### config.mk
export PLATFORM = sky130hd
export DESIGN_NAME = fcrs_sequencer
export DESIGN_NICKNAME = d
export VERILOG_FILES = /design/src/include/fcrs_pkg.sv /design/src/design/fcrs_guard.sv /design/src/design/fcrs_protect.sv /design/src/design/fcrs_sequencer.sv
export SDC_FILE = /design/constraint.sdc
export NUM_CORES = 1
export LEC_CHECK = 0
export CAP_MARGIN = 40
export CORE_MARGIN = 2
export CORE_UTILIZATION = 57
export CTS_BUF_LIST = sky130_fd_sc_hd__clkbuf_16
export DETAILED_ROUTE_END_ITERATION = 16
export DONT_BUFFER_PORTS = 1
export GPL_ROUTABILITY_DRIVEN = 0
export GPL_TIMING_DRIVEN = 0
export PLACE_DENSITY_LB_ADDON = 0.3
export SYNTH_ARGS = -nofsm -noshare
export SYNTH_HDL_FRONTEND = slang
export SYNTH_SLANG_ARGS = --single-unit
export TNS_END_PERCENT = 50
### constraint.sdc
create_clock -name clk_in -period 5.22 [get_ports clk_in]
set_clock_uncertainty 0.05 [all_clocks]
set_input_delay 0.522 -clock clk_in [delete_from_list [all_inputs] [get_ports clk_in]]
set_output_delay 0.522 -clock clk_in [all_outputs]
set_load 0.01 [all_outputs]
### src/include/fcrs_pkg.sv
// Constants and types shared by the flash rewrite sequencer files
package fcrs_pkg;
    localparam int REG_AW = 4;
    localparam int REG_DW = 32;
    localparam int CMD_AW = 20;
    localparam int CMD_DW = 16;
    localparam int ID_NUM = 7;
    localparam int GRD_NUM = 3;

    // Register byte addresses
    localparam logic [REG_AW-1:0] OFS_CTRL_A = 4'h0;
    localparam logic [REG_AW-1:0] OFS_CTRL_B = 4'h4;
    localparam logic [REG_AW-1:0] OFS_STAT = 4'h8;
    localparam logic [REG_AW-1:0] OFS_MASK = 4'hC;

    // flash_ctrl_reg_a fields
    localparam int BIT_RBF = 0;
    localparam int BIT_CRE = 1;
    localparam int BIT_RC2 = 2;
    localparam int BIT_FPS = 3;
    localparam int BIT_SER_OK = 4;
    localparam int BIT_PAR_OK = 5;
    // flash_ctrl_reg_b field
    localparam int BIT_FRM = 1;

    // Guarded bits: register and position of each
    localparam logic [REG_AW-1:0] GRD_OFS [GRD_NUM] =
        '{OFS_CTRL_A, OFS_CTRL_A, OFS_CTRL_B};
    localparam int GRD_BIT [GRD_NUM] = '{BIT_CRE, BIT_RC2, BIT_FRM};

    // Interrupt status and mask layout
    localparam int EV_DONE = 0;
    localparam int EV_ABORT = 1;
    localparam int EV_ERR = 2;
    localparam int EV_NUM = 3;
    localparam logic [EV_NUM-1:0] EV_RST = 3'h0;

    // Command codes, low byte of the data word
    localparam logic [7:0] CMD_PROG = 8'h40;
    localparam logic [7:0] CMD_LOCK = 8'h77;
    localparam logic [7:0] CMD_LOCK_CONF = 8'hD0;

    // Protection addresses and values
    localparam logic [CMD_AW-1:0] ID_ADDR [ID_NUM] = '{20'hFFFDF,
        20'hFFFE3, 20'hFFFEB, 20'hFFFEF, 20'hFFFF3, 20'hFFFF7, 20'hFFFFB};
    localparam logic [CMD_AW-1:0] ROM_CODE_PROTECT_ADDR = 20'h0FFFF;
    localparam logic [7:0] ROM_CODE_PROTECT_OPEN = 8'hFF;
    localparam logic [7:0] ERASED_BYTE = 8'hFF;

    // Auto operation time and clock
    localparam int CLK_PERIOD_NS = 50;
    localparam int AUTO_TIME_NS = 10000;
    localparam int AUTO_CYC = (AUTO_TIME_NS + CLK_PERIOD_NS - 1)
        / CLK_PERIOD_NS;
    localparam int CNT_W = 16;

    typedef enum logic [1:0] {
        ST_IDLE,
        ST_PROG_ARM,
        ST_LOCK_ARM,
        ST_BUSY
    } fcrs_state_t;
endpackage

### src/design/fcrs_guard.sv
// One rewrite control bit that sets only by a zero-then-one write pair
module fcrs_guard (
    input wire logic clk_in,    // System clock
    input wire logic sys_rst_in, // Async reset, active high
    input wire logic wr_in,     // Write to this bit's register
    input wire logic val_in,    // Written value of this bit
    input wire logic brk_in,    // Any other access breaks the pair
    input wire logic nmi_n_in,  // Interrupt pin level, low active
    input wire logic clr_in,    // Forced reset on abort
    output logic bit_out        // Current bit value
);
    import fcrs_pkg::*;

    logic armed;

    // zero then one
    always_ff @(posedge clk_in or posedge sys_rst_in) begin
        if (sys_rst_in) begin
            armed <= 1'b0;
            bit_out <= 1'b0;
        end else if (clr_in) begin
            armed <= 1'b0;
            bit_out <= 1'b0;
        end else if (wr_in) begin
            if (!val_in) begin
                bit_out <= 1'b0;
                armed <= 1'b1;
            end else begin
                // Pin must be high at the one write itself
                if (armed && nmi_n_in) begin
                    bit_out <= 1'b1;
                end
                armed <= 1'b0;
            end
        end else if (brk_in) begin
            armed <= 1'b0;
        end
    end
endmodule // fcrs_guard

### src/design/fcrs_protect.sv
// Identification and code protect checks for programmer access
module fcrs_protect (
    input wire logic clk_in,     // System clock
    input wire logic sys_rst_in, // Async reset, active high
    input wire logic wr_in,      // Program write into the array
    input wire logic [fcrs_pkg::CMD_AW-1:0] addr_in, // Program address
    input wire logic [7:0] data_in, // Programmed upper byte
    input wire logic [8*fcrs_pkg::ID_NUM-1:0] check_in, // Check values
    output logic ser_ok_out,     // Serial programmer access allowed
    output logic par_ok_out      // Parallel programmer access allowed
);
    import fcrs_pkg::*;

    logic [7:0] id_mem [ID_NUM];
    logic [7:0] rom_cp;
    logic [ID_NUM-1:0] id_match;

    // id byte capture
    // Check bytes sit at odd addresses: the upper byte of an even word
    generate
        for (genvar i = 0; i < ID_NUM; i++) begin : g_id
            always_ff @(posedge clk_in or posedge sys_rst_in) begin
                if (sys_rst_in) begin
                    id_mem[i] <= ERASED_BYTE;
                end else if (wr_in && addr_in[CMD_AW-1:1]
                    == ID_ADDR[i][CMD_AW-1:1]) begin
                    id_mem[i] <= data_in;
                end
            end
            assign id_match[i] = id_mem[i] == check_in[8*i +: 8];
        end
    endgenerate

    // protect byte capture
    always_ff @(posedge clk_in or posedge sys_rst_in) begin
        if (sys_rst_in) begin
            rom_cp <= ERASED_BYTE;
        end else if (wr_in && addr_in[CMD_AW-1:1]
            == ROM_CODE_PROTECT_ADDR[CMD_AW-1:1]) begin
            rom_cp <= data_in;
        end
    end

    // serial access gate
    assign ser_ok_out = &id_match;
    // parallel access gate
    assign par_ok_out = rom_cp == ROM_CODE_PROTECT_OPEN;
endmodule // fcrs_protect

### src/design/fcrs_sequencer.sv
// Flash rewrite command sequencer with control registers and protection
// Behaviour
// Serial access refused on id byte mismatch
// Parallel access refused when protect byte set
// Commands and data go to even addresses
// Code 40h then data starts auto program
// Program uses same address both cycles
// 77h then D0h clears block lock bit
// Lock command uses same address both cycles
// No commands while main clock stopped
// Guarded bits set by zero-one pair, pin high
// No interrupt or transfer inside pair
// Interrupt events reset control, abort rewrite
// No transfer while busy in resident mode
// Clear rewrite enable before stop mode
// Clear rewrite enable before wait
// Set clock and wait state before rewrite
// Resident mode avoids watchdog and vector interrupts
// Re-enable rewrite after interrupt to repower
// Busy flag low throughout auto operation
//
// Decided for this implementation: the address-and-strobe port and the address map.
module fcrs_sequencer #(
    parameter int AUTO_CYCLES = fcrs_pkg::AUTO_CYC // Auto op length
) (
    input wire logic clk_in,      // System clock, 20 MHz
    input wire logic sys_rst_in,  // Async reset, active high
    input wire logic [fcrs_pkg::REG_AW-1:0] reg_addr_in, // Reg address
    input wire logic [fcrs_pkg::REG_DW-1:0] reg_wdata_in, // Write data
    input wire logic reg_we_in,   // Register write strobe
    input wire logic reg_re_in,   // Register read strobe
    output logic [fcrs_pkg::REG_DW-1:0] reg_rdata_out, // Read data
    input wire logic cmd_we_in,   // CPU write into flash space
    input wire logic [fcrs_pkg::CMD_AW-1:0] cmd_addr_in, // Flash address
    input wire logic [fcrs_pkg::CMD_DW-1:0] cmd_data_in, // Flash data
    input wire logic nmi_n_in,    // Non-maskable interrupt pin, low active
    input wire logic wdt_irq_in,  // Watchdog interrupt pulse
    input wire logic [8*fcrs_pkg::ID_NUM-1:0] id_check_in, // Id checks
    output logic ser_ok_out,      // Serial programmer access allowed
    output logic par_ok_out,      // Parallel programmer access allowed
    output logic pgm_start_out,   // Auto program start pulse
    output logic [fcrs_pkg::CMD_AW-1:0] pgm_addr_out, // Program address
    output logic [fcrs_pkg::CMD_DW-1:0] pgm_data_out, // Program data
    output logic lock_clr_out,    // Lock bit clear pulse
    output logic [fcrs_pkg::CMD_AW-1:0] lock_addr_out, // Block top addr
    output logic ready_busy_out,  // High when ready, low while busy
    output logic irq_out          // Level interrupt
);
    import fcrs_pkg::*;

    fcrs_state_t state;
    logic [CNT_W-1:0] busy_cnt;
    logic [CMD_AW-1:0] arm_addr;
    logic [GRD_NUM-1:0] guard_q;
    logic [GRD_NUM-1:0] grd_wr;
    logic cre;
    logic rc2;
    logic frm;
    logic cre_q;
    logic fps;
    logic nmi_q;
    logic abort;
    logic cmd_ok;
    logic op_start;
    logic lock_hit;
    logic op_done;
    logic cmd_err;
    logic [EV_NUM-1:0] ev;
    logic [EV_NUM-1:0] stat;
    logic [EV_NUM-1:0] mask;
    logic [EV_NUM-1:0] next_stat;
    logic [REG_DW-1:0] next_rdata;

    assign cre = guard_q[0];
    assign rc2 = guard_q[1];
    assign frm = guard_q[2];

    // Falling edge of the pin is the interrupt event
    always_ff @(posedge clk_in or posedge sys_rst_in) begin
        if (sys_rst_in) begin
            nmi_q <= 1'b1;
        end else begin
            nmi_q <= nmi_n_in;
        end
    end

    // abort source
    assign abort = (nmi_q && !nmi_n_in) || wdt_irq_in;

    // guarded control bits
    generate
        for (genvar g = 0; g < GRD_NUM; g++) begin : g_grd
            assign grd_wr[g] = reg_we_in && reg_addr_in == GRD_OFS[g];
            fcrs_guard u_guard (
                .clk_in(clk_in),
                .sys_rst_in(sys_rst_in),
                .wr_in(grd_wr[g]),
                .val_in(reg_wdata_in[GRD_BIT[g]]),
                .brk_in((reg_we_in || reg_re_in || cmd_we_in)
                    && !grd_wr[g]),
                .nmi_n_in(nmi_n_in),
                .clr_in(abort),
                .bit_out(guard_q[g])
            );
        end
    endgenerate

    // Power stop follows a fresh enable, so it must be re-enabled after abort
    always_ff @(posedge clk_in or posedge sys_rst_in) begin
        if (sys_rst_in) begin
            cre_q <= 1'b0;
            fps <= 1'b0;
        end else begin
            cre_q <= cre;
            if (abort || !cre) begin
                fps <= 1'b0;
            end else if (!cre_q) begin
                fps <= 1'b1;
            end
        end
    end

    // odd addresses are ignored
    assign cmd_ok = cmd_we_in && !cmd_addr_in[0] && cre && !abort;
    // second cycle at same address
    assign op_start = state == ST_PROG_ARM && cmd_ok
        && cmd_addr_in == arm_addr;
    // confirm code at same address
    assign lock_hit = state == ST_LOCK_ARM && cmd_ok
        && cmd_addr_in == arm_addr
        && cmd_data_in[7:0] == CMD_LOCK_CONF;
    assign op_done = state == ST_BUSY && busy_cnt == '0 && !abort;
    assign cmd_err = cmd_ok && !op_start && !lock_hit
        && (state == ST_PROG_ARM || state == ST_LOCK_ARM
        || (state == ST_IDLE && cmd_data_in[7:0] != CMD_PROG
        && cmd_data_in[7:0] != CMD_LOCK));

    // Command sequence
    always_ff @(posedge clk_in or posedge sys_rst_in) begin
        if (sys_rst_in) begin
            state <= ST_IDLE;
            arm_addr <= '0;
        end else if (abort) begin
            // abort to idle
            state <= ST_IDLE;
        end else begin
            unique case (state)
                ST_IDLE: begin
                    if (cmd_ok && cmd_data_in[7:0] == CMD_PROG) begin
                        state <= ST_PROG_ARM;
                        arm_addr <= cmd_addr_in;
                    end else if (cmd_ok && cmd_data_in[7:0] == CMD_LOCK) begin
                        state <= ST_LOCK_ARM;
                        arm_addr <= cmd_addr_in;
                    end
                end
                ST_PROG_ARM: begin
                    if (op_start) begin
                        state <= ST_BUSY;
                    end else if (cmd_ok) begin
                        state <= ST_IDLE;
                    end
                end
                ST_LOCK_ARM: begin
                    if (lock_hit) begin
                        state <= ST_BUSY;
                    end else if (cmd_ok) begin
                        state <= ST_IDLE;
                    end
                end
                ST_BUSY: begin
                    // Writes during the auto operation are dropped
                    if (op_done) begin
                        state <= ST_IDLE;
                    end
                end
            endcase
        end
    end

    // auto operation timer
    always_ff @(posedge clk_in or posedge sys_rst_in) begin
        if (sys_rst_in) begin
            busy_cnt <= '0;
        end else if (abort) begin
            busy_cnt <= '0;
        end else if (op_start || lock_hit) begin
            busy_cnt <= CNT_W'(AUTO_CYCLES - 1);
        end else if (state == ST_BUSY && busy_cnt != '0) begin
            busy_cnt <= busy_cnt - 1'b1;
        end
    end

    // busy flag
    assign ready_busy_out = state != ST_BUSY;

    // program launch
    always_ff @(posedge clk_in or posedge sys_rst_in) begin
        if (sys_rst_in) begin
            pgm_start_out <= 1'b0;
            pgm_addr_out <= '0;
            pgm_data_out <= '0;
        end else begin
            pgm_start_out <= op_start;
            if (op_start) begin
                pgm_addr_out <= cmd_addr_in;
                pgm_data_out <= cmd_data_in;
            end
        end
    end

    // lock bit clear
    always_ff @(posedge clk_in or posedge sys_rst_in) begin
        if (sys_rst_in) begin
            lock_clr_out <= 1'b0;
            lock_addr_out <= '0;
        end else begin
            lock_clr_out <= lock_hit;
            if (lock_hit) begin
                lock_addr_out <= cmd_addr_in;
            end
        end
    end

    // Programs reaching the check bytes update the protection state
    fcrs_protect u_protect (
        .clk_in(clk_in),
        .sys_rst_in(sys_rst_in),
        .wr_in(pgm_start_out),
        .addr_in(pgm_addr_out),
        .data_in(pgm_data_out[CMD_DW-1 -: 8]),
        .check_in(id_check_in),
        .ser_ok_out(ser_ok_out),
        .par_ok_out(par_ok_out)
    );

    // Sticky events; a new event beats a clear in the same cycle
    always_comb begin
        ev = '0;
        ev[EV_DONE] = op_done;
        ev[EV_ABORT] = abort;
        ev[EV_ERR] = cmd_err;
        next_stat = stat;
        if (reg_we_in && reg_addr_in == OFS_STAT) begin
            next_stat = stat & ~reg_wdata_in[EV_NUM-1:0];
        end
        next_stat = next_stat | ev;
    end

    always_ff @(posedge clk_in or posedge sys_rst_in) begin
        if (sys_rst_in) begin
            stat <= EV_RST;
            mask <= EV_RST;
        end else begin
            stat <= next_stat;
            if (reg_we_in && reg_addr_in == OFS_MASK) begin
                mask <= reg_wdata_in[EV_NUM-1:0];
            end
        end
    end

    assign irq_out = |(stat & mask);

    // Read mux; unmapped addresses read zero
    always_comb begin
        next_rdata = '0;
        unique case (reg_addr_in)
            OFS_CTRL_A: begin
                next_rdata[BIT_RBF] = ready_busy_out;
                next_rdata[BIT_CRE] = cre;
                next_rdata[BIT_RC2] = rc2;
                next_rdata[BIT_FPS] = fps;
                next_rdata[BIT_SER_OK] = ser_ok_out;
                next_rdata[BIT_PAR_OK] = par_ok_out;
            end
            OFS_CTRL_B: next_rdata[BIT_FRM] = frm;
            OFS_STAT: next_rdata[EV_NUM-1:0] = stat;
            OFS_MASK: next_rdata[EV_NUM-1:0] = mask;
            default: next_rdata = '0;
        endcase
    end

    // Data stands only in the cycle after the read strobe
    always_ff @(posedge clk_in or posedge sys_rst_in) begin
        if (sys_rst_in) begin
            reg_rdata_out <= '0;
        end else if (reg_re_in) begin
            reg_rdata_out <= next_rdata;
        end else begin
            reg_rdata_out <= '0;
        end
    end
endmodule // fcrs_sequencer

# Word level (Yosys, flattened, before mapping)
# Cells that the tools add are included.
[word_totals] ff_bits=207 inputBits=135 out_inout_bits=94 elab_cells=180
[op_classes] add_sub_neg=1 n_eq_ne=35 muxes=43 n_bitwise=5 reduce_logical=68
[op_table] cell="== test 19 bit, second input constant" count=7
[op_table] cell="== test 8 bit" count=7
[op_table] cell="2-to-1 mux 16 bit" count=3
[op_table] cell="2-to-1 mux 20 bit" count=2
[op_table] cell="logical AND 1 bit" count=36
[op_table] cell="2-to-1 mux 1 bit" count=24
[op_table] cell="== test 20 bit" count=1
[op_table] cell="== test 19 x 15 -> 1 bit, second input constant" count=1
[op_table] cell="== test 8 x 7 -> 1 bit, second input constant" count=2
[op_table] cell="== test 8 bit, second input constant" count=2
[op_table] cell="logical NOT 16 bit" count=1
[op_table] cell="!= test 8 x 7 -> 1 bit, second input constant" count=2
[op_table] cell="nonzero test 16 bit" count=1
[op_table] cell="subtractor 16 x 1 -> 16 bit, second input constant" count=1
[op_table] cell="2-to-1 mux 2 bit" count=7
[op_table] cell="!= test 3 x 1 -> 1 bit, second input constant" count=3
[op_table] cell="nonzero test 3 bit" count=3
[op_table] cell="== test 4 bit, second input constant" count=2
[op_table] cell="logical NOT 1 bit" count=8
[op_table] cell="one-hot mux 2 bit (4 select lines)" count=1
[op_table] cell="AND reduction 2 bit" count=4
[op_table] cell="logical OR 1 bit" count=7
[op_table] cell="AND reduction 7 bit" count=1
[op_table] cell="AND 3 bit" count=2
[op_table] cell="other kinds (19)" count=24

# Logic depth before layout (Yosys ltp)
# Gate-level depths: netlist of the first run.
[logic_depth] depth_word=12 depth_mapped=8 depth_no_buf=7

# By module
# A second synthesis of the first run with hierarchy kept.
[hier_totals] hier_cells=678 area_unflattened_um2=8658.3
[by_module_without_submodules] module="fcrs_sequencer" instances=1 cells_per_inst=424 area_each_um2=5154.9 seq_area_each_um2=2778.9
[by_module_without_submodules] module="fcrs_protect" instances=1 cells_per_inst=230 area_each_um2=3214.3 seq_area_each_um2=1681.6
[by_module_without_submodules] module="fcrs_guard" instances=3 cells_per_inst=8 area_each_um2=96.3 seq_area_each_um2=50.0

# Worst setup path before layout of the first run
# Ideal clock, no wire load.
[synth_path] kind="input-to-reg" start="input cmd_addr_in[19] in the netlist's numbering" end="register lock_addr_out[10] in the netlist's numbering" setup_time_ns=0.125 t_arrival_ns=2.011 t_required_ns=5.045 setup_slack_ns=3.035 path_stages=6 path_buffers=1 cell_sequence="xnor2_1 > nand4_1 > nor4_4 > and3_1 > buf_4 > mux2_2"
[synth_between] elab_chain_len=3
[synth_lines] item="from (decl)" line="fcrs_sequencer.sv:34" text="input wire logic [fcrs_pkg::CMD_AW-1:0] cmd_addr_in,"
[synth_lines] item="== test 20 bit" line="fcrs_sequencer.sv:130" text="&& cmd_addr_in == arm_addr"
[synth_lines] item="logical AND 1 bit" line="fcrs_sequencer.sv:130"
[synth_lines] item="logical AND 1 bit" line="fcrs_sequencer.sv:131" text="&& cmd_data_in[7:0] == CMD_LOCK_CONF;"
[synth_lines] item="to (signal assigned)" line="fcrs_sequencer.sv:220" text="lock_addr_out <= cmd_addr_in;"
[synth_lines] item="to (decl)" line="fcrs_sequencer.sv:45" text="output logic [fcrs_pkg::CMD_AW-1:0] lock_addr_out,"
# No other way between the ends.
# A chain may end at the register's enable or synchronous reset.

# Final worst setup path of the first run
[layout_path] start="register pgm_addr_out[10] in the netlist's numbering" end="register u_protect.id_mem[19] in the netlist's numbering"
[layout_between] elab_chain_len=2
[layout_lines] item="from (decl)" line="fcrs_sequencer.sv:42" text="output logic [fcrs_pkg::CMD_AW-1:0] pgm_addr_out,"
[layout_lines] item="from (signal assigned)" line="fcrs_sequencer.sv:206" text="pgm_addr_out <= cmd_addr_in;"
[layout_lines] item="== test 19 bit" line="fcrs_protect.sv:26" text="== ID_ADDR[i][CMD_AW-1:1]) begin"
[layout_lines] item="logical AND 1 bit" line="fcrs_protect.sv:25" text="end else if (wr_in && addr_in[CMD_AW-1:1]"
[layout_lines] item="to (signal, indexed assignment)" line="fcrs_protect.sv:27" text="id_mem[i] <= data_in;"
[layout_lines] item="to (decl)" line="fcrs_protect.sv:14" text="logic [7:0] id_mem [ID_NUM];"
# No other way between the ends.

==> results of run 1 <==
-- final cells by class --
type / instances / area share (%)
Clock inverter: 12 / 0.843
Buffer: 45 / 3.12
Clock buffer: 20 / 5.19
Tap cell: 188 / 2.44
Timing Repair Buffer: 4 / 0.830
Multi-Input combinational cell: 446 / 39.3
Inverter: 13 / 0.545
Sequential cell: 181 / 47.8
-- sequential cells by signal, summed over array words and instances (netlist names) --
register               cells
arm_addr                  20
busy_cnt                  16
cre_q                      1
fps                        1
g_grd.u_guard.armed        3
g_grd.u_guard.bit_out      3
lock_addr_out             20
lock_clr_out               1
mask                       3
nmi_q                      1
pgm_addr_out              20
pgm_data_out              16
pgm_start_out              1
reg_rdata_out              6
stat                       3
state                      2
u_protect.id_mem          56
u_protect.rom_cp           8
-- stage by stage --
stage / hold slack [ns] / utilization, % / total power [uW]
2_1_floorplan: 0.348 / - / 1570
3_3_place_gp: 0.414 / 59.8 / 1590
3_5_place_dp: 0.414 / 60.3 / 1610
4_1_cts: 0.0189 / 64.2 / 2860
5_1_grt: 0.0125 / 64.2 / 2940
6_report: 0.0346 / 64.2 / 2850
-- per-layer routing --
layer,wire [um],up-vias
met5,0,-
met4,279,0
met3,1260,21
met2,9600,184
met1,8210,2788
li1,-,2409
-- power groups by stage --
stage | Combinational [uW] | Clock [uW] | Sequential, uW
global route | 179 | 1330 | 1430
floorplan | 127 | 0 | 1450
finish | 160 | 1260 | 1430
CTS | 161 | 1280 | 1430
global placement | 145 | 0 | 1450
detailed placement | 159 | 0 | 1450
-- final timing paths --
| check | endpoint | slack, ns | cells past startpoint |
|---|---|---|---|
| max | u_protect.id_mem[19] | 2.52 | 5 |
| min | nmi_q | 0.03 | 0 |
| max reg2reg | u_protect.id_mem[19] | 2.52 | 5 |
| min reg2reg | cre_q | 0.45 | 0 |
| max in group asynchronous | pgm_data_out[6] | 4.16 | 3 |
| min in group asynchronous | lock_clr_out | 0.05 | 1 |
-- placed cells by master, fill, tap and decap left out, types with 6 or more instances in the layout --
cell type / Yosys / routed
a21oi_1: 13 / 13
buf_4: 28 / 28
clkbuf_1: 10 / 10
clkbuf_16: 0 / 20
conb_1: 1 / 26
dfrtp_1: 116 / 116
dfstp_2: 65 / 65
ha_1: 6 / 6
inv_1: 13 / 15
mux2_2: 133 / 133
mux2_4: 8 / 8
nand2_1: 14 / 14
nand3_1: 11 / 11
nand4_1: 29 / 29
nor2_1: 23 / 23
nor3_1: 9 / 9
nor4_1: 7 / 7
xnor2_1: 77 / 77
xor2_1: 8 / 8
-- kinds of logic after synthesis --
family                     after synthesis  synth area share (%)
other                                    1                0.0433
xor gates and xnor gates                85                  8.60
buffers and inverters                   58                  4.05
muxes                                  143                  19.1
AOI/OAI and AO/OA                       44                  3.61
and+or+nand+nor                        142                  10.5
DFF                                    181                  53.3
adders and majority gates                6                 0.867
==> impl_metrics.json, run 1 <==
{
  "busiest_layer": "met2",
  "clk_pin_slew_worst_paths_ns": 0.07,
  "grt_max_degree": 43,
  "fmax_mhz": 370,
  "p_int_uw": 2220,
  "synthDominantAreaCellType": "dfrtp_1",
  "rows": 45,
  "vdd_drop_max_mv": 0.227,
  "dp_hpwl_mm": 14.3,
  "place_area_mm2": 0.00907,
  "p_seq_share_pct": 50.1,
  "cp_num_buf_inv": 0,
  "final_cells": 909,
  "yosys.cell_types.count": 62,
  "firstDrtPassIters": 4,
  "cts.repair.resized": 0,
  "track_usage_pct": 24.6,
  "p_sw_uw": 627,
  "p_per_area_mw_per_mm2": 295,
  "worstPathArrival_ns": 3.01,
  "grt_pass1_wl_mm": 30.6,
  "ant_nets": 0,
  "regArea_mm2": 0.00461,
  "worst_slew_pin_slew_ns": 0.841,
  "vias": 5402,
  "cts_made_buffers": 17,
  "port_buffers": 0,
  "critPathSlowestCell": "nor3b_2",
  "grt_antenna_before_repair": 0,
  "async_flop_share_pct": 100,
  "antenna_cells": 0,
  "netlist_instances": 660,
  "hold_path_class": "primary input to flop",
  "place_ws_ns": 2.59,
  "synth_top_flop_cell": "dfrtp_1",
  "grt_use_met2_pct": 41.3,
  "dieHeight_um": 127,
  "cp_top_family": "simple AND/OR/NAND/NOR gates",
  "crit_path_max_incr_delay_ns": 0.76,
  "cts.sinks": 181,
  "clk_latency_ns": 0.44,
  "wl_per_cell_um": 21.3,
  "status": "finished clean",
  "fin_crit_sh_pct": 51.8,
  "ys_warn_count": 0,
  "p_clk_share_pct": 44.2,
  "numPlacedInstances": 877,
  "hold_start": "nmi_n_in",
  "route.detailed.drc": 0,
  "multi_input_area_mm2": 0.00379,
  "p_leak_uw": 0.00430,
  "use_met1_pct": 31.3,
  "coreArea_mm2": 0.0150,
  "via_per_inst": 5.94,
  "synth-seq-cells": 181,
  "start_util_pct": 57.6,
  "setup_tns_ns": 0,
  "max_slew_margin_pct": 43.7,
  "first_iter_violations": 298,
  "htreeDepth": 4,
  "maxSlewViolCount": 0,
  "synthTopCellsByArea": "dfrtp_1 34%, dfstp_2 20%, mux2_2 17%",
  "crit_path_cell_trace": "nand4_1, nor3_1, nand4b_1, nor3b_2, mux2_2",
  "fp.dieW_um": 127,
  "use_met3_pct": 7.12,
  "start_kind": "flop",
  "timing.final.crit_period_ns": 2.70,
  "drive_above_1_share_pct": 39.9,
  "syn_area_mm2": 0.00866,
  "r2r-start": "pgm_addr_out[10]",
  "fin_area_mm2": 0.00965,
  "cp_max_fo": 8,
  "cts_tree": "built",
  "die_area_mm2": 0.0162,
  "switching_share_pct": 22.1,
  "synth_most_common_cell": "mux2_2",
  "io_pins": 229,
  "critical_path.endpoint_type": "flop",
  "ctsHoldBuffers": 0,
  "combPwrFrac_pct": 5.6,
  "setup_viol": 0,
  "avgSynthCellArea_um2": 13.1,
  "worst_slack_ns": 2.52,
  "overflow": 0,
  "root_buffer": "clkbuf_16",
  "post_cts_buffers": 0,
  "area_growth_pct": 11.5,
  "cts_buffer_depth": 2,
  "synth_commonest_cells": "133 x mux2_2, 116 x dfrtp_1, 77 x xnor2_1, 65 x dfstp_2, 29 x nand4_1",
  "synth_top_area_share_pct": 33.5,
  "drt_wl_total_mm": 19.4,
  "cap_violations": 0,
  "fill_cells": 1124,
  "critPathLaunch": "pgm_addr_out[10]",
  "hold_viol_final": 0,
  "first_global_vias": 5644,
  "cp_data_required_time_ns": 5.53,
  "worstSetupPathType": "flop to flop",
  "nets": 849,
  "yosysSeqAreaShare_pct": 53.3,
  "rsz0062_at_grt": "false",
  "synth_edf_count": 0
}
Power figures use the tool's default switching activity.
==> run 2: changes to the inputs <==
Settings changed: ABC_AREA from default to 1, CORE_UTILIZATION 57 to 58.
Clock period 5.22 ns to 2.3 ns, I/O delays scaled along.
==> impl_metrics.json, run 2 <==
{
  "r2r-start": "pgm_addr_out[12]",
  "worst_slack_ns": 0.130,
  "final_cell_mix": "280 x nand2_1, 121 x inv_1, 116 x dfrtp_1, 86 x o21ai_0, 66 x nor2_1",
  "io_pins": 229,
  "layout_commonest_cell": "nand2_1",
  "timing.reg2reg.setup_slack_ns": 0.20,
  "drt_wl_total_mm": 22.2,
  "cap_violations": 0,
  "start_util_pct": 59.2,
  "grt_pass1_wl_mm": 35.2,
  "synthTopCellsByArea": "dfrtp_1 32%, dfstp_2 19%, nand2_1 12%",
  "synth_edf_count": 0,
  "port_buffers": 0,
  "top_register": "u_protect.id_mem",
  "fin_crit_sh_pct": 94.3,
  "crit_path_max_incr_delay_ns": 0.54,
  "largest_register_ff_count": 56,
  "cp_num_buf_inv": 1,
  "worstPathArrival_ns": 1.89,
  "vdd_drop_max_mv": 0.533,
  "drive_above_1_share_pct": 17.5,
  "cts.sinks": 181,
  "hold_viol_final": 0,
  "critical_path.endpoint_type": "output port",
  "hold_path_depth": 3,
  "p_total_uw": 6380,
  "fp.dieW_um": 129,
  "ys_warn_count": 0,
  "status": "finished clean",
  "fin_area_mm2": 0.0105,
  "clk_latency_ns": 0.43,
  "firstDrtPassIters": 7,
  "worst_slew_pin_slew_ns": 0.590,
  "cp_max_fo": 2,
  "place_area_mm2": 0.00944,
  "ant_nets": 0,
  "netlist_instances": 1041,
  "maxSlewViolCount": 0,
  "crit_path_frequent_cell": "nand2_1",
  "holdWs_ns": 0.0343,
  "max_slew_margin_pct": 60.5,
  "wl_per_cell_um": 16.6,
  "area_growth_pct": 16.4,
  "synth_commonest_cells": "280 x nand2_1, 121 x inv_1, 116 x dfrtp_1, 86 x o21ai_0, 68 x nor2_1",
  "via_per_inst": 5.32,
  "vias": 7112,
  "fin_util_pct": 68.9,
  "critPathSlowestCell": "dfstp_2",
  "yosys.cell_types.count": 44,
  "start_kind": "flop",
  "rows": 45,
  "rsz0062_at_grt": "true",
  "avgSynthCellArea_um2": 8.65,
  "synth_most_common_cell": "nand2_1",
  "reg2reg_depth": 5,
  "dp_hpwl_mm": 15.9,
  "timing.final.crit_period_ns": 2.17,
  "grt_antenna_before_repair": 0,
  "async_flop_share_pct": 100,
  "first_iter_violations": 372,
  "coreArea_mm2": 0.0152,
  "first_global_vias": 6896,
  "cp_data_required_time_ns": 2.02,
  "synth_top_area_share_pct": 32.2,
  "syn_area_mm2": 0.00900,
  "hold_end": "g_grd[2].u_guard.armed",
  "yosysSeqAreaShare_pct": 51.2,
  "p_per_area_mw_per_mm2": 609,
  "synthDominantAreaCellType": "dfrtp_1",
  "nets": 1278,
  "route.detailed.drc": 0,
  "track_usage_pct": 27.4,
  "clk_pin_slew_worst_paths_ns": 0.07,
  "synth-seq-cells": 181,
  "dieHeight_um": 129,
  "fmax_mhz": 461,
  "p_leak_uw": 0.00489,
  "htreeDepth": 4,
  "hold_start": "reg_addr_in[1]",
  "cts_buffer_depth": 2,
  "worstSetupPathType": "flop to output port",
  "synth_top_flop_cell": "dfrtp_1",
  "root_buffer": "clkbuf_16",
  "r2r_end": "u_protect.id_mem[28]",
  "fill_cells": 1181,
  "setup_viol": 0,
  "cts_tree": "built",
  "die_area_mm2": 0.0165,
  "hold_path_class": "primary input to flop",
  "overflow": 0,
  "place_ws_ns": 0.109,
  "cts_made_buffers": 17,
  "grt_max_degree": 41,
  "antenna_cells": 0,
  "cp_top_family": "simple AND/OR/NAND/NOR gates",
  "crit_path_cell_trace": "xnor2_1, nand4_1, nor3_2, nand2_1, nor2_2, nand2_1, inv_1"
}
run 2: cell types whose count changed in the layout (fill, tap and decap cells not counted), moves of 11 or more:
cell | before | now
nor2_1 | 23 | 66
o21ai_0 | 4 | 86
dlygate4sd3_1 | 0 | 47
inv_1 | 15 | 121
or2_2 | 0 | 11
o21ai_1 | 0 | 33
o21ai_2 | 0 | 21
mux2_2 | 133 | 0
xnor2_1 | 77 | 48
nand3_1 | 11 | 22
nand2_1 | 14 | 280
run 2: worst max path at each step:
stage	to	from	cells past startpoint
floorplan	arm_addr[0]	sys_rst_in	1
global placement	pgm_data_out[7]	sys_rst_in	1
detailed placement	pgm_data_out[11]	arm_addr[14]	9
CTS	pgm_data_out[11]	arm_addr[14]	9
global route	u_protect.id_mem[28]	pgm_addr_out[12]	5
finish	ser_ok_out	u_protect.id_mem[6]	7
run 2: cell type report:
class / count / area [um^2] / share of cell area (%)
flip-flops and latches: 181 / 4610 / 44.0
multi-input cells: 706 / 3670 / 35.1
repair buffers: 52 / 571 / 5.44
inverters: 130 / 492 / 4.69
clock buffers: 17 / 425 / 4.06
plain buffers: 49 / 358 / 3.41
well taps: 188 / 235 / 2.24
clock inverters: 15 / 114 / 1.09
run 2: worst register-to-register path, stage by stage, from the launching register on:
cell and delay (ns):
dfrtp_1 0.46, nand4_1 0.26, nor4b_2 0.37, nand4_1 0.33, clkbuf_1 0.29, o21ai_0 0.24
run 2: where the power goes:
part	leakage [uW]	internal (uW)	switching [uW]
clock network	0.000265	1470	1240
registers	0.00223	3210	23.1
logic	0.00240	189	248
total	0.00489	4880	1510
run 2: logic make-up after synthesis:
family	share of synthesized area, %
flops	51.2
mux	0.778
compound gates	10.4
buf+inv	9.39
fa+ha+maj	0.834
xor+xnor	6.03
simple gates	21.3
other cells	0.0416
run 2: metal layers:
layer / up-vias / wire, um / global-route usage, %
li1: 3468 / - / -
met1: 3355 / 9330 / 35.3
met2: 240 / 10500 / 44.2
met3: 49 / 1710 / 8.52
met4: 0 / 639 / 10.1
met5: - / 0 / 0
run 2: repair_timing:
action | in CTS | in global routing
hold buffers | 47 | 0
buffers inserted | 0 | 0
endpoints found under the hold margin | 143 | 0
setup endpoints to repair | 0 | 9
resized for setup | 0 | 7
run 2: through the flow:
stage	cells	TNS [ns]
2_1_floorplan	1066	-28.94
3_3_place_gp	1254	-157.96
3_5_place_dp	1259	0
4_1_cts	1338	0
5_1_grt	1338	-0.00816
6_report	1338	0
==> run 3: changes to the inputs <==
Clock period 2.3 ns to 1.9 ns, I/O delays scaled along.
==> impl_metrics.json, run 3 (same netlist as run 2, synthesis figures left out) <==
{
  "drive_above_1_share_pct": 23.3,
  "place_area_mm2": 0.00944,
  "final_cell_mix": "271 x nand2_1, 115 x inv_1, 99 x dfrtp_1, 73 x o21ai_0, 65 x dfstp_2",
  "multi_input_area_mm2": 0.00383,
  "regArea_mm2": 0.00463,
  "layout_commonest_cell": "nand2_1",
  "hold_viol_final": 0,
  "vias": 7247,
  "worstPathArrival_ns": 1.85,
  "fin_util_pct": 71.4,
  "start_kind": "flop",
  "numPlacedInstances": 1259,
  "fin_crit_sh_pct": 110,
  "p_per_area_mw_per_mm2": 716,
  "drt_wl_total_mm": 22.6,
  "crit_path_cell_trace": "xnor2_1, nand4_1, nor3_2, nand2_1, nor2_2, nand2_2, inv_2",
  "grt_max_degree": 41,
  "grt_antenna_before_repair": 0,
  "dp_hpwl_mm": 15.9,
  "top_register": "u_protect.id_mem",
  "coreArea_mm2": 0.0152,
  "fin_area_mm2": 0.0109,
  "final_cells": 1359,
  "first_iter_violations": 393,
  "clk_latency_ns": 0.44,
  "cts_buffer_depth": 2,
  "p_leak_uw": 0.00508,
  "via_per_inst": 5.33,
  "die_area_mm2": 0.0165,
  "start_util_pct": 59.2,
  "setup_viol": 1,
  "maxSlewViolCount": 0,
  "rows": 45,
  "vdd_drop_max_mv": 0.651,
  "area_growth_pct": 20.6,
  "hold_path_class": "primary input to flop",
  "htreeDepth": 4,
  "overflow": 0,
  "cts.sinks": 181,
  "worst_slack_ns": -0.193,
  "clk_pin_slew_worst_paths_ns": 0.07,
  "fill_cells": 1116,
  "worstSetupPathType": "flop to output port",
  "track_usage_pct": 27.7,
  "largest_register_ff_count": 56,
  "cts_tree": "built",
  "critical_path.endpoint_type": "output port",
  "fp.dieW_um": 129,
  "wl_per_cell_um": 16.6,
  "fmax_mhz": 478,
  "max_slew_margin_pct": 63.2,
  "grt_pass1_wl_mm": 35.4,
  "violations": "setup timing",
  "holdWs_ns": 0.0556,
  "dieHeight_um": 129,
  "status": "finished with violations",
  "cap_violations": 0,
  "cts_made_buffers": 17,
  "root_buffer": "clkbuf_16",
  "crit_path_max_incr_delay_ns": 0.55,
  "io_pins": 229,
  "timing.final.crit_period_ns": 2.09,
  "p_total_uw": 7770,
  "route.detailed.drc": 0,
  "worst_slew_pin_slew_ns": 0.547,
  "ant_nets": 0,
  "nets": 1299,
  "rsz0062_at_grt": "true",
  "port_buffers": 0,
  "cp_data_required_time_ns": 1.66,
  "critPathSlowestCell": "dfstp_2",
  "firstDrtPassIters": 5,
  "first_global_vias": 6958,
  "cp_max_fo": 2,
  "antenna_cells": 0
}
run 3: cell types whose count changed in the layout (fill, tap and decap cells not counted), sizes merged:
cell,previous run,this run
buf,45,69
clkbuf,26,21
dlygate4sd3,47,49
clkinv,10,9
inv,131,132
run 3: power breakdown:
part           switching [uW]  total [uW]  internal (uW)
logic                     315         562            247
registers                29.9        3920           3890
clock network            1510        3290           1780
total                    1850        7770           5920
run 3: worst paths after layout:
| kind | startpoint | endpoint | slack, ns | cells after the start |
|---|---|---|---|---|
| max | u_protect.id_mem[6] | ser_ok_out | -0.19 | 7 |
| min | reg_addr_in[3] | reg_rdata_out[2] | 0.06 | 5 |
| max reg2reg | arm_addr[4] | lock_addr_out[19] | 0.01 | 10 |
| min reg2reg | cre_q | fps | 0.37 | 1 |
| max in group asynchronous | sys_rst_in | nmi_q | 0.50 | 5 |
| min in group asynchronous | sys_rst_in | lock_addr_out[11] | 0.20 | 2 |
run 3: cell type report:
type | instances | share of cell area, %
Clock inverter | 15 | 1.05
Sequential cell | 181 | 42.6
Inverter | 130 | 4.55
Tap cell | 188 | 2.17
Timing Repair Buffer | 77 | 7.15
Clock buffer | 17 | 3.92
Multi-Input combinational cell | 706 | 35.3
Buffer | 45 | 3.24
run 3: what timing repair did:
item | CTS | global route
hold buffers | 49 | 0
resized for setup | 25 | 76
endpoints found under the setup margin | 112 | 134
pin swaps | 8 | 24
cloned | 0 | 2
setup buffers | 7 | 14
hold endpoints to repair | 154 | 0
run 3: critical path, delay by kind of cell, from the launching register on:
family	cells	cell delay, ns
XOR/XNOR	1	0.12
buffers and inverters	1	0.07
flip-flops	1	0.55
AND/OR/NAND/NOR	5	0.67
run 3: per-layer routing:
layer / routed length, um / up-vias / global-route usage, %
li1: - / 3507 / -
met2: 11000 / 250 / 45.1
met1: 9400 / 3454 / 35.6
met5: 0 / - / 0
met4: 497 / 0 / 9.40
met3: 1720 / 36 / 8.40
run 3: per-stage QoR:
| step | worst slack, ns | setup TNS, ns |
|---|---|---|
| final | -0.193 | -0.193 |
| after floorplan | -0.610 | -73.59 |
| after detailed placement | -0.291 | -12.49 |
| after global placement | -1.55 | -231.62 |
| after CTS | -0.201 | -0.398 |
| after global routing | -0.320 | -0.736 |
